<file path="src/logic/crc_cfg.svh">
`ifndef CRC_CFG_SVH
`define CRC_CFG_SVH

// Register offsets (word index on the plain register port)
`define CRC_ADDR_CTRL 4'h0
`define CRC_ADDR_WCOUNT 4'h1
`define CRC_ADDR_STATUS 4'h2
`define CRC_ADDR_INT_STAT 4'h3
`define CRC_ADDR_INT_MASK 4'h4

// Control register fields
`define CRC_CTRL_GO 0
`define CRC_CTRL_BIN 1

// Interrupt status bit positions
`define CRC_INT_CEZ 0
`define CRC_INT_VALID 1
`define CRC_INT_PARITY 2
`define CRC_INT_CARD 3
`define CRC_INT_NRDY 4

// Card geometry and channel packing
`define CRC_LAST_COL 7'h50
`define CRC_LAST_CPW 2'h3
`define CRC_CEZ_LEVEL 5'h1F

// Reset values
`define CRC_INT_MASK_RST 5'h00
`define CRC_WCOUNT_RST 12'h000

`endif

</file>
<file path="src/logic/crc_pkg.sv">
package crc_pkg;

    // Gray codes along idle, wait, first, second
    typedef enum logic [2:0] {
        CRC_IDLE = 3'h0,
        CRC_COLW = 3'h1,
        CRC_SENDA = 3'h3,
        CRC_SENDB = 3'h2,
        CRC_DISC = 3'h6
    } crc_state_e;

    // Whole state of the coupler
    typedef struct packed {
        crc_state_e st;
        logic bin;
        logic [6:0] col;
        logic [11:0] colbuf;
        logic [5:0] chr;
        logic cval;
        logic cerr;
        logic [1:0] cpw;
        logic [11:0] wcnt;
        logic conn;
        logic ready;
        logic eof;
        logic lamp;
        logic feed;
        logic [4:0] ist;
        logic [4:0] imask;
        logic [15:0] rdata;
        logic [5:0] s1;
        logic [5:0] s2;
        logic start_prev;
        logic col_prev;
        logic [11:0] d1;
        logic [11:0] d2;
    } crc_state_s;

endpackage : crc_pkg

</file>
<file path="src/logic/crc_coupler.sv">
`timescale 1ns/1ps
`include "crc_cfg.svh"

// Behaviour
// - Hollerith mode turns each column into one 6-bit character for the channel.
// - Binary mode sends each column as two untranslated 6-bit characters.
// - Binary first character is rows 12 to 3, second rows 4 to 9.
// - Binary mode packs two columns into one four-character channel word.
// - Columns go out in ascending order, upper character before lower.
// - A card yields 80 characters in Hollerith mode, 160 in binary.
// - Hollerith column outside the 64 legal patterns raises a validity check.
// - Validity check flags the channel character and lights the validity lamp.
// - Ready needs power, cards in hopper and an operator start.
// - Full stacker or empty hopper drops ready and lights not-ready lamp.
// - After dropping, ready returns only on a new start with fault gone.
// - After the last card, end-of-file sets if the end-of-file switch is on.
// - Word count reaching zero raises its interrupt, then disconnects the unit.
// - The count-equals-zero interrupt is signalled on level 31.
// - A channel parity error is recorded for a later channel error test.
// - End-of-file holds until cards are added or the switch goes off.
module crc_coupler
    import crc_pkg::*;
(
    input wire logic core_clk,
    input wire logic rst,
    // Register port
    input wire logic [3:0] reg_addr,
    input wire logic [15:0] reg_wdata,
    input wire logic reg_wr,
    input wire logic reg_rd,
    output logic [15:0] reg_rdata,
    // Mechanism pins
    input wire logic mech_power_ok,
    input wire logic mech_hopper_loaded,
    input wire logic mech_stacker_full,
    input wire logic mech_start_btn,
    input wire logic mech_eof_switch,
    input wire logic mech_col_strobe,
    input wire logic [11:0] mech_col_data,
    output logic mech_feed_card,
    output logic not_ready_lamp,
    output logic validity_lamp,
    // Channel side
    output logic [5:0] chan_char,
    output logic chan_valid,
    output logic chan_err,
    input wire logic chan_ready,
    output logic chan_connected,
    input wire logic chan_parity_err,
    output logic [4:0] chan_int_level,
    output logic irq
);

    // Hollerith column to internal code; bit 6 marks a legal pattern
    function automatic logic [6:0] crc_translate(input logic [11:0] c);
        logic [1:0] zone;
        logic [3:0] dig;
        logic ok;
        logic [8:0] d;
        zone = 2'h0;
        dig = 4'h0;
        ok = 1'b1;
        d = c[8:0];
        // Rows 12, 11, 0 are zones; at most one may be punched
        case (c[11:9])
            3'h0: zone = 2'h0;
            3'h4: zone = 2'h1;
            3'h2: zone = 2'h2;
            3'h1: zone = 2'h3;
            default: ok = 1'b0;
        endcase
        // Rows 1..9 alone, or row 8 with one of rows 2..7
        case (d)
            9'h000: dig = 4'h0;
            9'h100: dig = 4'h1;
            9'h080: dig = 4'h2;
            9'h040: dig = 4'h3;
            9'h020: dig = 4'h4;
            9'h010: dig = 4'h5;
            9'h008: dig = 4'h6;
            9'h004: dig = 4'h7;
            9'h002: dig = 4'h8;
            9'h001: dig = 4'h9;
            9'h082: dig = 4'hA;
            9'h042: dig = 4'hB;
            9'h022: dig = 4'hC;
            9'h012: dig = 4'hD;
            9'h00A: dig = 4'hE;
            9'h006: dig = 4'hF;
            default: ok = 1'b0;
        endcase
        return {ok, zone, dig};
    endfunction : crc_translate

    crc_state_s s_r;
    crc_state_s s_nxt;

    // Synchronised pin views; only second stage is read
    logic pwr;
    logic hop;
    logic stk;
    logic eof_sw;
    logic start_edge;
    logic col_edge;
    logic fault;
    logic accept;
    logic cez_hit;
    logic card_end;
    logic [6:0] tr;
    logic [4:0] ev;
    logic [4:0] clr;

    assign pwr = s_r.s2[0];
    assign hop = s_r.s2[1];
    assign stk = s_r.s2[2];
    assign eof_sw = s_r.s2[4];
    assign start_edge = s_r.s2[3] & ~s_r.start_prev;
    assign col_edge = s_r.s2[5] & ~s_r.col_prev;
    assign fault = ~pwr | ~hop | stk;
    assign accept = s_r.cval & chan_ready;
    // Fourth character of a word with one word left ends the transfer
    assign cez_hit = accept && (s_r.cpw == `CRC_LAST_CPW) && (s_r.wcnt == 12'h001);
    assign card_end = (s_r.col == `CRC_LAST_COL);
    assign tr = crc_translate(s_r.d2);

    // Next-state logic for the whole coupler
    always_comb begin
        s_nxt = s_r;
        ev = 5'h00;
        clr = 5'h00;
        s_nxt.feed = 1'b0;
        s_nxt.rdata = 16'h0000;
        // Two-stage pin synchronisers; data bus changes before its strobe
        s_nxt.s1 = {mech_col_strobe, mech_eof_switch, mech_start_btn,
                    mech_stacker_full, mech_hopper_loaded, mech_power_ok};
        s_nxt.s2 = s_r.s1;
        s_nxt.d1 = mech_col_data;
        s_nxt.d2 = s_r.d1;
        s_nxt.start_prev = s_r.s2[3];
        s_nxt.col_prev = s_r.s2[5];

        // Ready latch: a fault drops it, only a fresh start raises it
        if (fault) begin
            s_nxt.ready = 1'b0;
            ev[`CRC_INT_NRDY] = s_r.ready;
        end else if (start_edge) begin
            s_nxt.ready = 1'b1;
        end

        // End-of-file holds until cards come back or the switch is off
        if (hop || !eof_sw) begin
            s_nxt.eof = 1'b0;
        end

        // Channel word count is loaded by the parallel output transfer
        if (reg_wr && reg_addr == `CRC_ADDR_WCOUNT) begin
            s_nxt.wcnt = reg_wdata[11:0];
        end

        // Transfer sequencer
        case (s_r.st)
            CRC_IDLE: begin
                // Start is ignored unless ready, so software must test first
                if (reg_wr && reg_addr == `CRC_ADDR_CTRL && reg_wdata[`CRC_CTRL_GO]
                    && s_r.ready) begin
                    s_nxt.bin = reg_wdata[`CRC_CTRL_BIN];
                    s_nxt.col = 7'h00;
                    s_nxt.cpw = 2'h0;
                    s_nxt.conn = 1'b1;
                    s_nxt.feed = 1'b1;
                    s_nxt.lamp = 1'b0;
                    s_nxt.st = CRC_COLW;
                end
            end
            CRC_COLW: begin
                // Columns arrive one by one from the first onward
                if (col_edge) begin
                    s_nxt.colbuf = s_r.d2;
                    s_nxt.col = s_r.col + 7'h01;
                    s_nxt.cval = 1'b1;
                    s_nxt.st = CRC_SENDA;
                    if (s_r.bin) begin
                        s_nxt.chr = s_r.d2[11:6];
                        s_nxt.cerr = 1'b0;
                    end else begin
                        s_nxt.chr = tr[5:0];
                        s_nxt.cerr = ~tr[6];
                        if (!tr[6]) begin
                            s_nxt.lamp = 1'b1;
                            ev[`CRC_INT_VALID] = 1'b1;
                        end
                    end
                end
            end
            CRC_SENDA, CRC_SENDB: begin
                // Character stands until the channel takes it
                if (accept) begin
                    s_nxt.cpw = s_r.cpw + 2'h1;
                    s_nxt.cval = 1'b0;
                    s_nxt.cerr = 1'b0;
                    if (s_r.cpw == `CRC_LAST_CPW) begin
                        s_nxt.wcnt = s_r.wcnt - 12'h001;
                    end
                    if (cez_hit) begin
                        ev[`CRC_INT_CEZ] = 1'b1;
                        s_nxt.st = CRC_DISC;
                    end else if (s_r.st == CRC_SENDA && s_r.bin) begin
                        s_nxt.chr = s_r.colbuf[5:0];
                        s_nxt.cval = 1'b1;
                        s_nxt.st = CRC_SENDB;
                    end else begin
                        s_nxt.st = CRC_COLW;
                    end
                    // Last character of column 80 ends the card even when the
                    // word count runs out on that same character
                    if (card_end && !(s_r.st == CRC_SENDA && s_r.bin)) begin
                        // 80 columns give 80 or 160 characters
                        ev[`CRC_INT_CARD] = 1'b1;
                        s_nxt.st = CRC_DISC;
                        if (!hop && eof_sw) begin
                            s_nxt.eof = 1'b1;
                        end
                    end
                end
            end
            CRC_DISC: begin
                // Disconnect one cycle after the interrupt is raised
                s_nxt.conn = 1'b0;
                s_nxt.st = CRC_IDLE;
            end
            default: begin
                s_nxt.st = CRC_IDLE;
            end
        endcase

        // Channel parity errors are kept for the channel error test
        ev[`CRC_INT_PARITY] = chan_parity_err;

        // Mask and write-one-to-clear status
        if (reg_wr && reg_addr == `CRC_ADDR_INT_MASK) begin
            s_nxt.imask = reg_wdata[4:0];
        end
        if (reg_wr && reg_addr == `CRC_ADDR_INT_STAT) begin
            clr = reg_wdata[4:0];
        end
        // A new event beats a clear in the same cycle
        s_nxt.ist = (s_r.ist & ~clr) | ev;

        // Read decode; unmapped addresses read zero
        if (reg_rd) begin
            if (reg_addr == `CRC_ADDR_WCOUNT) begin
                s_nxt.rdata = {4'h0, s_r.wcnt};
            end else if (reg_addr == `CRC_ADDR_STATUS) begin
                s_nxt.rdata = {4'h0, s_r.col, s_r.bin, s_r.conn, s_r.lamp,
                               s_r.eof, s_r.ready};
            end else if (reg_addr == `CRC_ADDR_INT_STAT) begin
                s_nxt.rdata = {11'h000, s_r.ist};
            end else if (reg_addr == `CRC_ADDR_INT_MASK) begin
                s_nxt.rdata = {11'h000, s_r.imask};
            end
        end
    end

    // Single state register
    always_ff @(posedge core_clk) begin
        if (rst) begin
            s_r <= '0;
            s_r.st <= CRC_IDLE;
            s_r.wcnt <= `CRC_WCOUNT_RST;
            s_r.imask <= `CRC_INT_MASK_RST;
        end else begin
            s_r <= s_nxt;
        end
    end

    // Outputs from the state register, except the interrupt level, which is a constant
    assign reg_rdata = s_r.rdata;
    assign mech_feed_card = s_r.feed;
    assign not_ready_lamp = ~s_r.ready;
    assign validity_lamp = s_r.lamp;
    assign chan_char = s_r.chr;
    assign chan_valid = s_r.cval;
    assign chan_err = s_r.cerr;
    assign chan_connected = s_r.conn;
    assign chan_int_level = `CRC_CEZ_LEVEL;
    assign irq = |(s_r.ist & s_r.imask);
endmodule : crc_coupler

</file>
<file path="config.mk">
export PLATFORM = sky130hd
export DESIGN_NAME = crc_coupler
export DESIGN_NICKNAME = d
export VERILOG_FILES = /design/src/logic/crc_pkg.sv /design/src/logic/crc_coupler.sv
export VERILOG_INCLUDE_DIRS = /design/src /design/src/logic
export SDC_FILE = /design/constraint.sdc
export NUM_CORES = 1
export LEC_CHECK = 0
export BUFFER_PORTS_ARGS = -buffer_cell sky130_fd_sc_hd__buf_2
export CAP_MARGIN = 20
export CORE_ASPECT_RATIO = 1.5
export CORE_MARGIN = 8
export CORE_UTILIZATION = 40
export DETAILED_ROUTE_END_ITERATION = 12
export HOLD_SLACK_MARGIN = 0.05
export MAX_ROUTING_LAYER = met4
export PLACE_DENSITY = 0.71
export RECOVER_POWER = 50
export SETUP_SLACK_MARGIN = 0.4
export SYNTH_ARGS = -nofsm -noshare
export SYNTH_HDL_FRONTEND = slang
export SYNTH_SLANG_ARGS = --single-unit
</file>
<file path="constraint.sdc">
create_clock -name core_clk -period 2.8 [get_ports core_clk]
set_clock_uncertainty 0.1 [all_clocks]
set_input_delay 0.14 -clock core_clk [delete_from_list [all_inputs] [get_ports core_clk]]
set_output_delay 0.14 -clock core_clk [all_outputs]
set_load 0.05 [all_outputs]
</file>
Word level (Yosys, flattened, before mapping)
Index checks and enable logic that the tools add are counted.

word-level totals
  word-level logic and storage cells = 172
  bits of input ports = 44
  memories kept = 0
  latch bits = 0
  bits in writable memories = 0
  ROM bits = 0
  bits in registers = 114

cells by class
  multiply operators = 0
  reduce and logical (&&, ||, !) cells = 40
  $lt $le $gt $ge = 0
  div/mod/pow operators = 0
  bitwise operators = 17
  add/subtract/negate cells = 3
  equality and inequality tests = 36
  muxes and demuxes = 52
  shifts and indexed selects = 0

operators with widths
  operator                                              number
  two-way mux 12 bit                                    5
  case mux 4 bit (15 select lines)                      1
  two-way mux 27 bit                                    1
  two-way mux 1 bit                                     23
  two-way mux 22 bit                                    1
  equality test 9 x 3 -> 1 bit, second input constant   2
  equality test 9 x 4 -> 1 bit, second input constant   2
  equality test 9 x 5 -> 1 bit, second input constant   2
  equality test 9 x 6 -> 1 bit, second input constant   2
  equality test 9 x 7 -> 1 bit, second input constant   2
  equality test 9 x 8 -> 1 bit, second input constant   2
  case mux 8 bit (2 select lines)                       1
  OR reduction 16 bit                                   1
  two-way mux 5 bit                                     3
  two-way mux 7 bit                                     2
  != test 2 bit, second input constant                  7
  case mux 7 bit (2 select lines)                       1
  equality test 12 x 1 -> 1 bit, second input constant  1
  two-way mux 3 bit                                     4
  AND reduction 3 bit                                   4
  subtractor 12 x 1 -> 12 bit, second input constant    1
  logical AND 1 bit                                     11
  two-way mux 11 bit                                    1
  bitwise AND 5 bit                                     2
  other kinds (35)                                      66

Logic depth before layout (Yosys ltp)
  depth after elaboration = 9
  mapped depth = 8
  mapped depth without buffers = 7

Worst setup path after synthesis
OpenSTA, ideal clock, no wires.

  path type = register -> register
  from = register s_r (netlist bit chan_valid)
  to = register s_r[75] in the netlist's numbering
  required time = 2.597 ns
  path slack = 0.678 ns
  clock period less this slack = 2.122 ns
  buffers on the path = 1
  stages on the path, launching flop included = 7
  data arrival time = 1.919 ns
  path through = dfxtp_1 > and3_1 > buf_2 > nand2_2 > nor4_4 > nor3_1 > a2111oi_2

between the ends
  word-level cells in the longest chain between the ends = 3

ends and longest elaborated chain
  item                    RTL line            RTL
  start, declared         crc_coupler.sv:95   crc_state_s s_r;
  start signal, assigned  crc_coupler.sv:272  s_r <= s_nxt;
  bitwise AND 1 bit       crc_coupler.sv:120  assign accept = s_r.cval & chan_ready;
  two-way mux 22 bit      crc_coupler.sv:197  if (accept) begin
  two-way mux 12 bit      crc_coupler.sv:161  case (s_r.st)

Every way passes these cells. The select of a mux whose other input is x is not followed.
A chain may end at the register's enable or synchronous reset.

Worst setup path after layout
  from = register s_r[70] in the netlist's numbering
  to = register s_r (netlist bit chan_char[5])

between the ends
  word-level cells in the longest chain between the ends = 4

ends and longest elaborated chain
  item                           RTL line            RTL
  equality test 12 x 1 -> 1 bit  crc_coupler.sv:122  assign cez_hit = accept && (s_r.cpw == `CRC_LAST_CPW) && (s_r.wcnt == 12'h001);
  logical AND 1 bit              crc_coupler.sv:122
  != test 2 bit (no line)        --
  AND reduction 5 bit (no line)  --

Every way passes these cells.

==> results.yml <==
yosys:
  seq_area_frac_synth_pct: 43.4
  ys_ff_latch: 104
  ys_top_cells_by_count: "104 x dfxtp_1, 69 x nor2_1, 43 x nand2_1, 43 x nor2b_1, 31 x a21oi_1"
  syn-cell-area_um2: 4800
  yosysTopAreaCellShare_pct: 43.4
  yosys_warnings: 0
  ys.flop_type: "dfxtp_1"
  synth_enable_flop_cells: 0
  synth_top_cell_by_area: "dfxtp_1"
  synth.distinct_cells: 68
  yosysMostFrequentCell: "dfxtp_1"
  syn-instance-count: 557
  avgSynthCellArea_um2: 8.62
  synthTopCellsByArea: "dfxtp_1 43%, nor2b_1 5.6%, nor2_1 5.4%"
  synthArstFlopShare_pct: 0
timing:
  report.final.slew_viol_count: 0
  setup_tns_ns: 0
  finalCriticalPeriod_ns: 2.15
  rsz0062_at_grt: "no"
  worstMarginPinSlew_ns: 1.40
  maxSlewHeadroom_pct: 6.55
  finalSetupViolations: 0
  fmax_ghz: 0.465
  hold_viol_final: 0
  period_share_pct: 76.8
power:
  power_leakage_nw: 2.12
  ir_worst_vdd_v: 0.000315
  power_density_nw_per_um2: 531
floorplanning:
  start_util_pct: 40.6
  die_h_um: 150
  coreArea_um2: 11800
  boundaryPins: 78
  die-width_um: 105
  placementRows: 49
  die-area_um2: 15800
setup_path:
  endpoint_kind: "flip-flop"
  cp.required_ns: 2.95
  critPathBufInv: 1
  slowest_delay_ns: 0.42
  cp_top_family: "simple AND/OR/NAND/NOR gates"
  arrival_ns: 2.30
  slowest_stage: "dfxtp_1"
  path_max_fanout: 6
  critical_path_class: "reg2reg"
  path_cells: "inv_1 -> ha_1 -> nor4b_1 -> and4_1 -> nor3_2 -> a21oi_1 -> a211oi_1"
  startpoint_type: "flip-flop"
run_status:
  status: "complete, no violations"
global_route:
  grt_pass1_wl_um: 19300
  grt_usage_pct: 15.5
  antenna_found_initial: 0
  grt_max_degree: 34
  globalRouteOverflowTotal: 0
  grt_pass1_vias: 4138
drt:
  drc: 0
  drt_iter0_markers: 183
  wl_per_cell_um: 15.0
  viasPerCell: 5.29
  drt-pass1-iter-count: 5
  drt-total-wl_um: 11700
  dr_total_vias: 4107
  drtAntennaViolNets: 0
clocking:
  cts_root_buf: "clkbuf_16"
  numCtsBuffers: 9
  htreeDepth: 3
  clock-sinks: 104
  cts.path.max_buffers: 2
  post-cts-setup-buffer-count: 0
  cts_tree: "done"
  worstSkewPairLatency_ns: 0.35
  clk_pin_slew_worst_paths_ns: 0.07
placement:
  numPortBuffers: 64
  dp_hpwl_um: 8550
  gp_congestion: 0.891
  place_area_um2: 5050
finish:
  drive_gt1_share_pct: 12.3
  synthToLayoutAreaGrowth_pct: 17.3
  design_area_um2: 5630
  antenna_cells: 0
  final_util_pct: 47.6
  nets: 668
worst_hold_path:
  hold_path_class: "in2reg"
job:
  max_cap_viol_count: 0
-- logic make-up after synthesis --
kind of cell	count (synthesis)	share of synthesized area, %
adders and majority gates	5	1.30
DFF	104	43.4
xor gates and xnor gates	8	1.46
AOI/OAI and AO/OA	106	15.7
buffers and inverters	72	8.16
muxes	12	2.61
and+or+nand+nor	248	27.2
other	2	0.156
-- metrics by stage --
step	std cells	setup WS, ns	hold slack [ns]	power (mW)
4_1_cts	777	0.552	0.0594	3.01
3_3_place_gp	730	0.590	0.247	1.77
6_report	777	0.649	0.0724	2.99
2_1_floorplan	564	0.678	0.157	1.72
5_1_grt	777	0.402	0.106	3.09
3_5_place_dp	730	0.548	0.252	1.77
-- timing repair --
action                                  CTS  global route
hold buffers                             31             0
hold endpoints to repair                 40             0
gates resized for setup                   0             2
endpoints found under the setup margin    0             6
-- final timing paths --
kind,from,slack [ns],endpoint,depth (start not counted)
worst max-delay path,s_r[70]$_SDFF_PP0_,0.65,chan_char[5]$_SDFFE_PP0P_,7
worst min-delay path,reg_addr[3],0.07,reg_rdata[4]$_SDFF_PP0_,3
worst min register to register,eof_sw$_SDFF_PP0_,0.33,s_r[66]$_SDFF_PP0_,1
worst max register to register,s_r[70]$_SDFF_PP0_,0.65,chan_char[5]$_SDFFE_PP0P_,7
-- metal layers --
layer  track usage, %  share of wire, %  vias up
met5                -                 0        -
met4             10.3               4.2        0
met3             3.17               4.7       31
met2             27.2                51      119
met1             15.3                40     1911
li1                 -                 -     2046
-- sequential cells by signal (all words and copies together) (netlist names), 6 cells and up --
register / flops
chan_char: 6
reg_rdata: 12
s_nxt: 20
s_r: 58
-- where the power goes --
part           internal, mW  switching, mW  total (mW)
Combinational         0.104          0.134       0.238
Sequential             1.51         0.0274        1.54
Clock                 0.679          0.535        1.21
Total                  2.29          0.697        2.99
-- worst register-to-register path, delay by kind of cell, from the launching register on --
kind,cells,cell delay (ns)
flops,1,0.42
compound gates,2,0.37
buf+inv,1,0.10
simple gates,3,0.87
fa+ha+maj,1,0.19
-- cell usage in the layout (no fill, tap or decap), types with 5 or more instances in the layout --
master	count
a211oi_1	9
a21oi_1	31
a221oi_1	5
a22oi_1	12
and3_1	6
buf_2	41
buf_4	5
clkbuf_1	26
clkbuf_16	9
conb_1	9
dfxtp_1	104
dlygate4sd3_1	31
ha_1	5
inv_1	14
mux2i_1	11
nand2_1	43
nand2b_1	9
nand3_1	16
nand3b_1	5
nand4_1	6
nor2_1	69
nor2b_1	42
nor3_1	12
nor4_1	12
o21ai_0	9
xor2_1	6
-- layout make-up --
type / count / area [µm²]
repair buffers: 102 / 647
inverters: 14 / 52.6
multi-input cells: 388 / 2360
fillers: 1148 / 6200
clock buffers: 13 / 270
clock inverters: 3 / 25.0
well taps: 153 / 191
flip-flops and latches: 104 / 2080
Note: power is estimated with default switching activity, not from simulation.
